<file path="src/verilog/imea_pkg.sv">
// shared constants and types for the i2c master command engine
`default_nettype none
package imea_pkg;
	// ==========================================================
	// clock and bus timing
	localparam int unsigned CLK_PERIOD_NS  = 40;     // 25 MHz system clock
	localparam int unsigned SCL_QUARTER_NS = 2500;   // quarter of a 100 kHz scl period
	// least time, so round up to whole cycles
	localparam int unsigned QTR_CYCLES     = (SCL_QUARTER_NS + CLK_PERIOD_NS - 1) / CLK_PERIOD_NS;
	localparam int unsigned QTR_W          = 7;      // width of the quarter counter
	localparam logic [QTR_W-1:0] QTR_LOAD  = QTR_W'(QTR_CYCLES - 1);
	localparam int unsigned ACK_TIMEOUT_US = 1000;   // longest wait for a released scl
	// longest time, so round down
	localparam int unsigned ACK_TIMEOUT_CYCLES = (ACK_TIMEOUT_US * 1000) / CLK_PERIOD_NS;
	localparam int unsigned TMO_W          = 16;     // width of the timeout counter

	// ==========================================================
	// data memory array and command fields
	localparam int unsigned DM_DEPTH = 256;          // bytes in the data memory array
	localparam int unsigned IDX_W    = 8;            // index width
	localparam int unsigned CNT_W    = 9;            // byte count, 0..256
	localparam logic [CNT_W-1:0] CNT_ZERO = 9'h000;
	localparam logic [CNT_W-1:0] CNT_ONE  = 9'h001;
	localparam logic [IDX_W-1:0] IDX_ONE  = 8'h01;
	localparam logic [2:0]       BIT_LAST = 3'h7;    // eighth bit of a byte
	localparam logic             RW_WRITE = 1'b0;    // direction bit for a write
	localparam logic             RW_READ  = 1'b1;    // direction bit for a read
	localparam logic             ACK_BIT  = 1'b0;    // sda low on the ninth clock
	localparam logic             NACK_BIT = 1'b1;    // sda released on the ninth clock

	// command codes on the command port
	localparam logic [1:0] CMD_WRITE = 2'h0;
	localparam logic [1:0] CMD_READ  = 2'h1;
	localparam logic [1:0] CMD_STOP  = 2'h2;

	// ==========================================================
	// serial eeprom addressing conventions (kept by the software and the memory)
	localparam logic [6:0]  EE0_LOW_BANK  = 7'h50;   // first memory, lower 64k bytes
	localparam logic [6:0]  EE0_HIGH_BANK = 7'h51;   // first memory, upper 64k bytes
	localparam logic [6:0]  EE1_LOW_BANK  = 7'h52;   // optional memory, lower bank
	localparam logic [6:0]  EE1_HIGH_BANK = 7'h53;   // optional memory, upper bank
	localparam int unsigned EE_PAGE_BYTES = 256;     // page shares address bits 15..8

	// ==========================================================
	// single bit operations asked of the bit engine
	typedef enum logic [1:0] {
		IMEA_BIT_START,
		IMEA_BIT_STOP,
		IMEA_BIT_DATA
	} imea_bit_t;
endpackage
`default_nettype wire

</file>
<file path="src/verilog/imea_bit_engine.sv">
// scl and sda waveform generator for one start, stop or data bit
`timescale 1ns/1ps
`default_nettype none
module imea_bit_engine #(
	parameter int unsigned TIMEOUT_CYCLES = imea_pkg::ACK_TIMEOUT_CYCLES
) (
	input  wire logic               clk,         // system clock
	input  wire logic               rst_n,       // async reset, active low
	input  wire logic               bit_go,      // start one bit operation
	input  wire imea_pkg::imea_bit_t bit_op,     // start, stop or data
	input  wire logic               bit_tx,      // bit to send, 1 releases sda
	output logic                    bit_done,    // one-cycle pulse at the end
	output logic                    bit_rx,      // sda sampled while scl high
	output logic                    bit_timeout, // scl held low too long
	input  wire logic               scl_i,       // scl pin level
	input  wire logic               sda_i,       // sda pin level
	output logic                    scl_oe,      // pull scl low when high
	output logic                    sda_oe       // pull sda low when high
);
	// ==========================================================
	// state
	typedef enum logic {BE_IDLE, BE_RUN} imea_be_state_t;
	imea_be_state_t                  state;      // engine state
	imea_pkg::imea_bit_t             op;         // latched operation
	logic                            tx;         // latched data bit
	logic [1:0]                      phase;      // quarter of the bit
	logic [imea_pkg::QTR_W-1:0]      qcnt;       // cycles left in this quarter
	logic [imea_pkg::TMO_W-1:0]      tcnt;       // cycles spent waiting for scl
	logic                            held;       // bus owned since last stop
	logic                            scl_m, scl_s, sda_m, sda_s; // synchronisers
	logic                            next_scl_low, next_sda_low;
	wire                             running  = (state == BE_RUN);
	// scl is released in quarters two and three; a slave may stretch it
	wire                             wait_scl = running && (phase == 2'h1) && !scl_s;
	wire                             q_end    = running && (qcnt == '0) && !wait_scl;
	wire                             tmo_hit  = wait_scl && (tcnt == imea_pkg::TMO_W'(TIMEOUT_CYCLES - 1));

	// ==========================================================
	// pin synchronisers, second stage only is read
	always_ff @(posedge clk or negedge rst_n) begin
		if (!rst_n) begin
			scl_m <= 1'b1;
			scl_s <= 1'b1;
			sda_m <= 1'b1;
			sda_s <= 1'b1;
		end else begin
			scl_m <= scl_i;
			scl_s <= scl_m;
			sda_m <= sda_i;
			sda_s <= sda_m;
		end
	end

	// ==========================================================
	// pin drive per quarter; start drops sda while scl high, stop lifts it
	always_comb begin
		next_scl_low = held;
		next_sda_low = 1'b0;
		if (running) begin
			next_scl_low = (phase == 2'h0) || ((phase == 2'h3) && (op != imea_pkg::IMEA_BIT_STOP));
			case (op)
				imea_pkg::IMEA_BIT_START: next_sda_low = phase[1];
				imea_pkg::IMEA_BIT_STOP:  next_sda_low = !phase[1];
				default:                  next_sda_low = !tx;
			endcase
		end
	end

	// ==========================================================
	// quarter sequencer with bounded wait on a stretched scl
	always_ff @(posedge clk or negedge rst_n) begin
		if (!rst_n) begin
			state       <= BE_IDLE;
			op          <= imea_pkg::IMEA_BIT_STOP;
			tx          <= 1'b1;
			phase       <= 2'h0;
			qcnt        <= '0;
			tcnt        <= '0;
			held        <= 1'b0;
			bit_done    <= 1'b0;
			bit_rx      <= 1'b1;
			bit_timeout <= 1'b0;
			scl_oe      <= 1'b0;
			sda_oe      <= 1'b0;
		end else begin
			scl_oe   <= next_scl_low;
			sda_oe   <= next_sda_low;
			bit_done <= 1'b0;
			tcnt     <= wait_scl ? tcnt + 1'b1 : '0;
			if (!running && bit_go) begin
				// take a new operation
				state       <= BE_RUN;
				op          <= bit_op;
				tx          <= bit_tx;
				phase       <= 2'h0;
				qcnt        <= imea_pkg::QTR_LOAD;
				bit_timeout <= 1'b0;
			end else if (tmo_hit) begin
				// scl held low too long: report as no acknowledge
				state       <= BE_IDLE;
				bit_done    <= 1'b1;
				bit_rx      <= imea_pkg::NACK_BIT;
				bit_timeout <= 1'b1;
				held        <= (op != imea_pkg::IMEA_BIT_STOP);
			end else if (running) begin
				qcnt <= (qcnt == '0) ? (wait_scl ? qcnt : imea_pkg::QTR_LOAD) : qcnt - 1'b1;
				if (q_end && phase == 2'h2) begin
					bit_rx <= sda_s; // sample at the end of scl high, just before it is pulled low
				end
				if (q_end) begin
					phase <= phase + 2'h1;
					if (phase == 2'h3) begin
						state    <= BE_IDLE;
						bit_done <= 1'b1;
						held     <= (op != imea_pkg::IMEA_BIT_STOP);
					end
				end
			end
		end
	end
endmodule // imea_bit_engine
`default_nettype wire

</file>
<file path="src/verilog/imea_master.sv">
// i2c master command engine: read, write and stop over a byte data memory array
// Contract
// read sends start, address, direction high
// received bytes fill consecutive memory locations
// read ends with its own stop
// eight data clocks per byte
// stop command puts stop on bus
// first memory answers 50h and 51h
// optional memory answers 52h and 53h
// single byte write is four bytes
// page write takes up to 256 bytes
// page write stays within one page; the engine does not enforce it, the caller must
// page bytes stored at consecutive locations
// host closes every memory write with stop
// random read is address write then read
// memory pointer advances per byte read
// pointer stays after last byte read
// acknowledge all read bytes but last
// write sends start, address low, no stop
// report acknowledge one, timeout zero
// no address acknowledge sends stop, aborts
// acknowledge wait bounded by timeout counter
`timescale 1ns/1ps
`default_nettype none
module imea_master #(
	parameter int unsigned ACK_TIMEOUT_CYCLES = imea_pkg::ACK_TIMEOUT_CYCLES
) (
	input  wire logic                       clk,                   // 25 MHz clock
	input  wire logic                       rst_n,                 // async reset, active low
	input  wire logic                       cmd_valid,             // command offered
	output logic                            cmd_ready,             // engine idle, command taken
	input  wire logic [1:0]                 cmd_op,                // write, read or stop
	input  wire logic [6:0]                 target_device_address, // 7-bit slave address
	input  wire logic [imea_pkg::IDX_W-1:0] cmd_start,             // first memory index
	input  wire logic [imea_pkg::CNT_W-1:0] cmd_count,             // bytes to move
	output logic                            cmd_done,              // pulse when command ends
	output logic                            ack_ok,                // 1 acknowledged, 0 none
	output logic                            busy,                  // command in progress
	input  wire logic                       mem_wr,                // user write strobe
	input  wire logic [imea_pkg::IDX_W-1:0] mem_addr,              // user index
	input  wire logic [7:0]                 mem_wdata,             // user write data
	output logic [7:0]                      mem_rdata,             // user read data, one cycle later
	input  wire logic                       scl_i,                 // scl pin level
	output logic                            scl_o,                 // scl drive value, always low
	output logic                            scl_oe,                // scl pulled low
	input  wire logic                       sda_i,                 // sda pin level
	output logic                            sda_o,                 // sda drive value, always low
	output logic                            sda_oe                 // sda pulled low
);
	// ==========================================================
	// declarations
	typedef enum logic [2:0] {
		ST_IDLE, ST_START, ST_ADDR, ST_AACK, ST_WBYTE, ST_WACK, ST_RBYTE, ST_MACK
	} imea_state_t;
	imea_state_t                state;      // byte level sequencer
	logic                       stopping;   // stop bit outstanding
	logic                       pending;    // bit operation in flight
	logic                       is_read;    // latched direction
	logic [6:0]                 dev;        // latched slave address
	logic [imea_pkg::IDX_W-1:0] idx;        // current memory index
	logic [imea_pkg::CNT_W-1:0] remain;     // bytes still to move
	logic [7:0]                 shreg;      // byte being shifted
	logic [2:0]                 bitn;       // bit number within byte
	logic [7:0]                 dm [imea_pkg::DM_DEPTH]; // data memory array
	logic                       bit_done, bit_rx, bit_timeout;
	imea_pkg::imea_bit_t        bit_op;
	logic                       bit_tx;

	// ==========================================================
	// decode
	function automatic logic last_byte(input logic [imea_pkg::CNT_W-1:0] n);
		last_byte = (n == imea_pkg::CNT_ONE);
	endfunction

	wire active    = (state != ST_IDLE) || stopping;
	wire bit_go    = active && !pending;
	wire cmd_take  = cmd_valid && cmd_ready;
	wire got_ack   = (bit_rx == imea_pkg::ACK_BIT) && !bit_timeout;
	wire byte_end  = (bitn == imea_pkg::BIT_LAST);
	// engine stores into the array only after a complete received byte
	wire dm_store  = bit_done && (state == ST_RBYTE) && byte_end;
	wire [7:0] rx_byte = {shreg[6:0], bit_rx};

	assign cmd_ready = !active && !pending;
	assign busy      = active;
	assign scl_o     = 1'b0; // open drain: only ever pulls low
	assign sda_o     = 1'b0;

	// bit request for the current state
	always_comb begin
		bit_op = imea_pkg::IMEA_BIT_DATA;
		bit_tx = imea_pkg::NACK_BIT;
		if (stopping) begin
			bit_op = imea_pkg::IMEA_BIT_STOP;
		end else begin
			case (state)
				ST_START: bit_op = imea_pkg::IMEA_BIT_START;
				ST_ADDR:  bit_tx = shreg[7];
				ST_WBYTE: bit_tx = shreg[7];
				ST_MACK:  bit_tx = last_byte(remain) ? imea_pkg::NACK_BIT : imea_pkg::ACK_BIT;
				default:  bit_tx = imea_pkg::NACK_BIT; // released for acks and reads
			endcase
		end
	end

	// ==========================================================
	// bit engine
	imea_bit_engine #(
		.TIMEOUT_CYCLES (ACK_TIMEOUT_CYCLES)
	) u_bit (
		.clk         (clk),
		.rst_n       (rst_n),
		.bit_go      (bit_go),
		.bit_op      (bit_op),
		.bit_tx      (bit_tx),
		.bit_done    (bit_done),
		.bit_rx      (bit_rx),
		.bit_timeout (bit_timeout),
		.scl_i       (scl_i),
		.sda_i       (sda_i),
		.scl_oe      (scl_oe),
		.sda_oe      (sda_oe)
	);

	// ==========================================================
	// data memory array; a received byte wins over a user write in the same cycle
	always_ff @(posedge clk) begin
		if (dm_store) begin
			dm[idx] <= rx_byte;
		end else if (mem_wr) begin
			dm[mem_addr] <= mem_wdata;
		end
		mem_rdata <= dm[mem_addr];
	end

	// ==========================================================
	// bit request handshake with the engine
	always_ff @(posedge clk or negedge rst_n) begin
		if (!rst_n) begin
			pending <= 1'b0;
		end else begin
			pending <= bit_done ? 1'b0 : (pending || bit_go);
		end
	end

	// ==========================================================
	// byte sequencer
	always_ff @(posedge clk or negedge rst_n) begin
		if (!rst_n) begin
			state    <= ST_IDLE;
			stopping <= 1'b0;
			is_read  <= 1'b0;
			dev      <= 7'h00;
			idx      <= '0;
			remain   <= imea_pkg::CNT_ZERO;
			shreg    <= 8'h00;
			bitn     <= 3'h0;
			ack_ok   <= 1'b0;
			cmd_done <= 1'b0;
		end else begin
			cmd_done <= 1'b0;
			if (cmd_take) begin
				// latch the command; a stop command only needs the stop bit
				is_read <= (cmd_op == imea_pkg::CMD_READ);
				dev     <= target_device_address;
				idx     <= cmd_start;
				remain  <= cmd_count;
				if (cmd_op == imea_pkg::CMD_STOP) begin
					stopping <= 1'b1;
				end else begin
					state <= ST_START;
				end
			end else if (bit_done && stopping) begin
				stopping <= 1'b0;
				cmd_done <= 1'b1;
			end else if (bit_done) begin
				case (state)
					ST_START: begin
						state <= ST_ADDR;
						shreg <= {dev, is_read ? imea_pkg::RW_READ : imea_pkg::RW_WRITE};
						bitn  <= 3'h0;
					end
					ST_ADDR: begin
						shreg <= {shreg[6:0], 1'b0};
						bitn  <= bitn + 3'h1;
						if (byte_end) begin
							state <= ST_AACK;
						end
					end
					ST_AACK: begin
						ack_ok <= got_ack;
						bitn   <= 3'h0;
						if (!got_ack) begin
							// nobody answered: release the bus and give up
							state    <= ST_IDLE;
							stopping <= 1'b1;
						end else if (remain == imea_pkg::CNT_ZERO) begin
							state    <= ST_IDLE;
							stopping <= is_read;
							cmd_done <= !is_read;
						end else if (is_read) begin
							state <= ST_RBYTE;
						end else begin
							state <= ST_WBYTE;
							shreg <= dm[idx];
						end
					end
					ST_WBYTE: begin
						shreg <= {shreg[6:0], 1'b0};
						bitn  <= bitn + 3'h1;
						if (byte_end) begin
							state <= ST_WACK;
						end
					end
					ST_WACK: begin
						// bytes go out exactly as given; keeping a page write inside
						// one eeprom page is left to the caller
						ack_ok <= got_ack;
						idx    <= idx + imea_pkg::IDX_ONE;
						remain <= remain - imea_pkg::CNT_ONE;
						bitn   <= 3'h0;
						if (!got_ack) begin
							state    <= ST_IDLE;
							stopping <= 1'b1;
						end else if (last_byte(remain)) begin
							// bus stays held so a read may follow at once
							state    <= ST_IDLE;
							cmd_done <= 1'b1;
						end else begin
							state <= ST_WBYTE;
							shreg <= dm[idx + imea_pkg::IDX_ONE];
						end
					end
					ST_RBYTE: begin
						shreg <= rx_byte;
						bitn  <= bitn + 3'h1;
						if (byte_end) begin
							state <= ST_MACK;
						end
					end
					ST_MACK: begin
						idx    <= idx + imea_pkg::IDX_ONE;
						remain <= remain - imea_pkg::CNT_ONE;
						bitn   <= 3'h0;
						if (last_byte(remain)) begin
							state    <= ST_IDLE;
							stopping <= 1'b1;
						end else begin
							state <= ST_RBYTE;
						end
					end
					default: state <= ST_IDLE;
				endcase
			end
		end
	end
endmodule // imea_master
`default_nettype wire

</file>
<file path="config.mk">
export PLATFORM = sky130hd
export DESIGN_NAME = imea_master
export DESIGN_NICKNAME = d
export VERILOG_FILES = /design/src/verilog/imea_pkg.sv /design/src/verilog/imea_bit_engine.sv /design/src/verilog/imea_master.sv
export SDC_FILE = /design/constraint.sdc
export NUM_CORES = 2
export LEC_CHECK = 0
export CORE_MARGIN = 5
export CORE_UTILIZATION = 30
export DETAILED_ROUTE_END_ITERATION = 10
export DONT_BUFFER_PORTS = 1
export SYNTH_ARGS = -nofsm -noshare
export SYNTH_HDL_FRONTEND = slang
export SYNTH_SLANG_ARGS = --single-unit
</file>
<file path="constraint.sdc">
create_clock -name clk -period 6.66 [get_ports clk]
set_input_delay 0.666 -clock clk [delete_from_list [all_inputs] [get_ports clk]]
set_output_delay 0.666 -clock clk [all_outputs]
set_load 0.01 [all_outputs]
</file>
Word level (Yosys, flattened, before mapping)
Memories as Yosys holds them, arrays and structs flattened. A register that Yosys moved wholly into a read port is not among the register bits.
Index checks and enable logic that the tools add are counted.
Word-level totals
  flip-flop bits (word level): 82
  memory bits (writable): 2048
  output and inout bits: 16
  logic and storage cells: 224
  memories: 1
Cells by class
  $add $sub $neg: 6
  equal/unequal tests: 33
  multiplexer cells: 92
  bitwise gates (word level): 4
  reductions and logical operators: 61
Memory list
  dm: words 256, bits a word 8, read ports 3, clocked after memory_dff 1, write ports 1, line imea_master.sv:64  | logic [7:0] dm [imea_pkg::DM_DEPTH];
Operators by type and width (count)
  $mux 8: 11
  $mux 1: 45
  $pmux 8 s5: 1
  $mux 3: 12
  $mux 9: 4
  $mux 7: 5
  $pmux 3 s7: 1
  $reduce_bool 2->1: 10
  $add 16x1->16 const B: 1
  $eq 16x15->1 const B: 1
  $mux 16: 1
  $ne 2x2->1 const B: 8
  $eq 3x3->1 const B: 5
  $logic_and 1x1->1: 15
  $mux 2: 7
  $ne 3x3->1 const B: 4
  $reduce_and 3->1: 4
  $reduce_and 4->1: 3
  $reduce_and 6->1: 2
  $reduce_bool 5->1: 2
  $eq 9x1->1 const B: 1
  $logic_not 1->1: 9
  $logic_not 9->1: 1
  $reduce_and 9->1: 1
  other kinds (24): 42

Longest topological paths before layout
  depth after elaboration: 9
  depth in mapped cells: 15
  mapped depth without buffers: 10

By module
A second synthesis with hierarchy kept.
Unflattened totals
  cell total of the unflattened synthesis: 6511
  area, all modules: 117026.0 um^2
Modules (own cells, without submodules)
  imea_master: instances 1, cells an instance 6333, area each 115181.7 um^2, seq. area each 62735.2 um^2
  imea_bit_engine: instances 1, cells an instance 178, area each 1844.3 um^2, seq. area each 984.7 um^2

Worst setup path after synthesis
Ideal clock, no wire load.
  path kind: reg-to-reg
  from: reg bitn[0]
  to: mem dm[0][0], data pin
  library setup time: 0.823 ns
  arrival: 4.642 ns
  path slack: 1.195 ns
  stages on the path, launching flop included: 10
  period minus slack after synthesis: 5.465 ns
  cell sequence: dfrtp_1 -> ha_1 -> ha_1 -> nand2_1 -> or4_1 -> and2_1 -> clkbuf_1 -> clkbuf_1 -> nand2_1 -> nand2_1
On the way
  longest elaborated chain between the ends: 6
RTL lines
  start, declared: line imea_master.sv:63  | logic [2:0] bitn;
  start signal, assigned: line imea_master.sv:185  | bitn <= bitn + 3'h1;
  start signal, assigned: line imea_master.sv:210  | bitn <= bitn + 3'h1;
  start signal, assigned: line imea_master.sv:236  | bitn <= bitn + 3'h1;
  $eq 3x3->1: line imea_master.sv:79  | wire byte_end = (bitn == imea_pkg::BIT_LAST);
  $logic_and 1x1->1: line imea_master.sv:81  | wire dm_store = bit_done && (state == ST_RBYTE) && byte_end;
  $mux 1: line imea_master.sv:128  | if (dm_store) begin
  $mux 1 (not written as such): line imea_master.sv:131  | dm[mem_addr] <= mem_wdata;
  $reduce_or 8->1 (no source line)
  $mux 8 (no source line)
  end, declared: line imea_master.sv:64
No other way between the ends.

Worst setup path in the final report
  from: reg idx[4] in the netlist's numbering
  to: reg shreg[3]
On the way
  longest elaborated chain between the ends: 5
RTL lines
  start, declared: line imea_master.sv:60  | logic [imea_pkg::IDX_W-1:0] idx;
  start signal, assigned: line imea_master.sv:166  | idx <= cmd_start;
  start signal, assigned: line imea_master.sv:219  | idx <= idx + imea_pkg::IDX_ONE;
  start signal, assigned: line imea_master.sv:242  | idx <= idx + imea_pkg::IDX_ONE;
  $add 8x1->8 / $mem_v2 256x8 (equally long branches)
  $mem_v2 256x8 *
  $mux 8 (on tied branches): line imea_master.sv:225, imea_master.sv:197
  $mux 8 (on tied branches): line imea_master.sv:222, imea_master.sv:193
  $pmux 8 s5 *: line imea_master.sv:177  | case (state)
  end signal, assigned: line imea_master.sv:180  | shreg <= {dev, is_read ? imea_pkg::RW_READ : imea_pkg::RW_WRITE};
  end signal, assigned: line imea_master.sv:184  | shreg <= {shreg[6:0], 1'b0};
  end signal, assigned: line imea_master.sv:231  | shreg <= dm[idx + imea_pkg::IDX_ONE];
  end, declared: line imea_master.sv:62  | logic [7:0] shreg;
Mark *: on every way between the ends. The rest lies on a longest branch, timed or not. The select of a mux whose other input is x is not followed.
A chain may end at the register's enable or synchronous reset.

==> results.ini <==
[placement]
dpl_worst_slack_ns = 1.13
gp_congestion = 0.986
io_buffer_count = 0
dp_hpwl_mm = 300

[timing]
setup_viol = 0
slew_headroom_pct = -9.41
min_period_ns = 5.82
setup_ws_ns = 0.836
holdWs_ns = 0.0476
max_freq_mhz = 172
period_share_pct = 87.4
worst_pin_slew_ns = 1.64
final.setup.tns_ns = 0
skew_ns = 0.0744
hold_viol = 0
grt_setup_unrepaired = false
slew_violations = 68

[clock_network]
clockBufferDepth = 4
numCtsBuffers = 234
tritoncts = done
root_buffer = clkbuf_16
cts_sinks = 2138
cts_max_level = 4
clk_pin_slew_ns = 0.06
clk_latency_ns = 0.97
cts-resized-gates = 0

[floorplanning]
die-area_um2 = 402000
initial_core_util_pct = 30.1
placeableCoreArea_um2 = 389000
dieHeight_um = 634
io_pins = 64
die_x_um = 634
std_cell_rows = 229

[routing]
drtIter0Drc = 13229
routed-via-count = 77909
drtPass1Iterations = 8
route.detailed.drc = 0
drt-total-wl_mm = 467
routedWlPerCell_um = 38.8
ant_nets = 0
drt-vias-per-instance = 6.48

[pwr]
ir_drop_v = 0.000235
p_per_area_nw_per_um2 = 227
p_leak_nw = 41.0

[finish]
area_delta_synth_final_pct = 12.8
drive_gt1_share_pct = 34.9
num-nets-final = 6678

[yosys]
yosysTopAreaCell = edfxtp_1
yosysMostFrequentCell = edfxtp_1
synth_commonest_cells = edfxtp_1 (2048), mux4_2 (1669), nand2_1 (652)
synth.top_cell.area_share_pct = 52.7
synth-seq-area-share_pct = 54.6
syn_area_per_cell_um2 = 17.5
syn_inst = 6691
ys_seq_elements = 2138
synth_top_flop_cell = edfxtp_1
syn_area_um2 = 117000
ys_warn_count = 0
async_reset_ff_share_pct = 3.84
synth.distinct_cells = 76
ys_top_cells_by_area = edfxtp_1 (53%), mux4_2 (32%), nand2_1 (2.1%)
synth_edf_count = 2048

[global_route]
antenna_found_initial = 41
grt_overflow = 0
first_global_vias = 75250
grt_max_degree = 517
track_usage_pct = 22.6
grt_pass1_wl_mm = 639

[critical_path]
cp_top_family = compound AO/OA/AOI/OAI gates
worst_setup_path_end_kind = flip-flop
startpoint_type = flip-flop
critPathSlowestCell = a311oi_1
crit_chain = inv_2 -> or3_1 -> xnor2_4 -> nand2_1 -> a311o_1 -> a311oi_1 -> a21oi_1 -> or4b_1 -> o31a_1
worst_ep_required_time_ns = 7.53
crit_arrival_ns = 6.70
crit_path_max_fanout = 15
crit_type = flip-flop to flip-flop
crit_path_max_incr_delay_ns = 1.11
critical_path_buf_inv_count = 1

[outcome]
status = finished with violations
violations = max-capacitance violations, max-slew violations

[job]
maxCapViolations = 2

[worst_hold_path]
holdCritPathClass = input port to flip-flop

-- per-layer routing --
layer / routed length, um / GRT usage (%)
met3: 64900 / 7.64
met5: 559 / 0.717
met1: 162000 / 28.7
met4: 36800 / 14.2
met2: 203000 / 33.2
-- state kept, by name, indices dropped and copies added (netlist names), 2 cells and up --
name         cells
bitn             3
dev              7
dm            2048
idx              8
mem_rdata        8
remain           9
shreg            8
state            3
u_bit.op         2
u_bit.phase      2
u_bit.qcnt       7
u_bit.tcnt      16
-- worst paths after layout --
check | slack (ns) | cells after the start | startpoint | end
max | 0.84 | 9 | idx[4]$_DFFE_PN0P_ | shreg[3]$_DFFE_PN0P_
min | 0.05 | 1 | mem_addr[6] | mem_rdata[6]$_DFF_P_
max reg2reg | 0.84 | 9 | idx[4]$_DFFE_PN0P_ | shreg[3]$_DFFE_PN0P_
min reg2reg | 0.36 | 0 | u_bit.sda_m$_DFF_PN1_ | u_bit.sda_s$_DFF_PN1_
max in group asynchronous | 5.83 | 2 | rst_n | idx[2]$_DFFE_PN0P_
min in group asynchronous | 0.34 | 2 | rst_n | pending$_DFF_PN0_
-- kinds of logic (layout without fill, tap and decap cells) --
kind of cell	after synthesis	after routing	share of synthesized area, %
DFF	2138	2138	54.6
xor gates and xnor gates	44	44	0.336
other	1	25	0.00321
muxes	1841	1841	33.7
adders and majority gates	13	13	0.139
and+or+nand+nor	1419	1419	5.20
buffers and inverters	631	749	2.51
AOI/OAI and AO/OA	604	604	3.59
-- final cells by class --
cell class	count	area (um^2)
multi-input cells	3923	50500
diodes	23	57.6
clock inverters	160	2030
flip-flops and latches	2138	63700
well taps	5197	6500
inverters	16	60.1
fillers	36659	257000
clock buffers	269	5990
repair buffers	304	2930
-- placed cells by master (no fill, tap or decap), types with 14 or more instances in the layout --
cell	instances
edfxtp_1	2048
buf_4	230
a311oi_1	28
a21oi_1	96
nand4_1	22
nand2_1	644
a211oi_1	16
mux4_2	1669
nor2b_1	21
nand3_1	192
xnor2_1	17
diode_2	23
clkinv_2	38
dlygate4sd3_1	30
xor2_1	17
nor3_1	41
a32oi_1	40
a31oi_1	70
bufinv_16	37
dfrtp_1	68
clkbuf_16	234
buf_12	38
a221oi_1	28
nor2_1	363
clkinvlp_4	19
o221ai_1	20
clkbuf_1	35
o21ai_0	84
inv_1	14
o22ai_1	22
a22o_1	14
a22oi_1	96
clkinv_1	40
and3_1	24
mux2i_1	163
-- timing repair --
item                       4_1_cts  5_1_grt
hold buffers                    31        0
buffers inserted                 0        0
hold endpoints to repair       110        0
setup endpoints to repair        0        0
-- power breakdown --
group          switching [mW]  internal [mW]  total [mW]  leakage (nW)
Sequential             0.0231           14.8        14.8          19.2
Clock                    5.88           7.92        13.8          3.85
Combinational           0.804          0.513        1.32          17.9
-- metrics by stage --
stage | instances | instance area [um^2] | utilization [%] | total power, mW
after global routing | 12013 | 132000 | 33.9 | 30.6
after floorplan | 6692 | 117000 | - | 16.0
after global placement | 11542 | 123000 | 31.7 | 16.2
final | 12030 | 132000 | 33.9 | 29.9
after detailed placement | 11542 | 123000 | 31.7 | 16.2
after CTS | 12002 | 132000 | 33.9 | 29.8
Power figures use the tool's default switching activity.
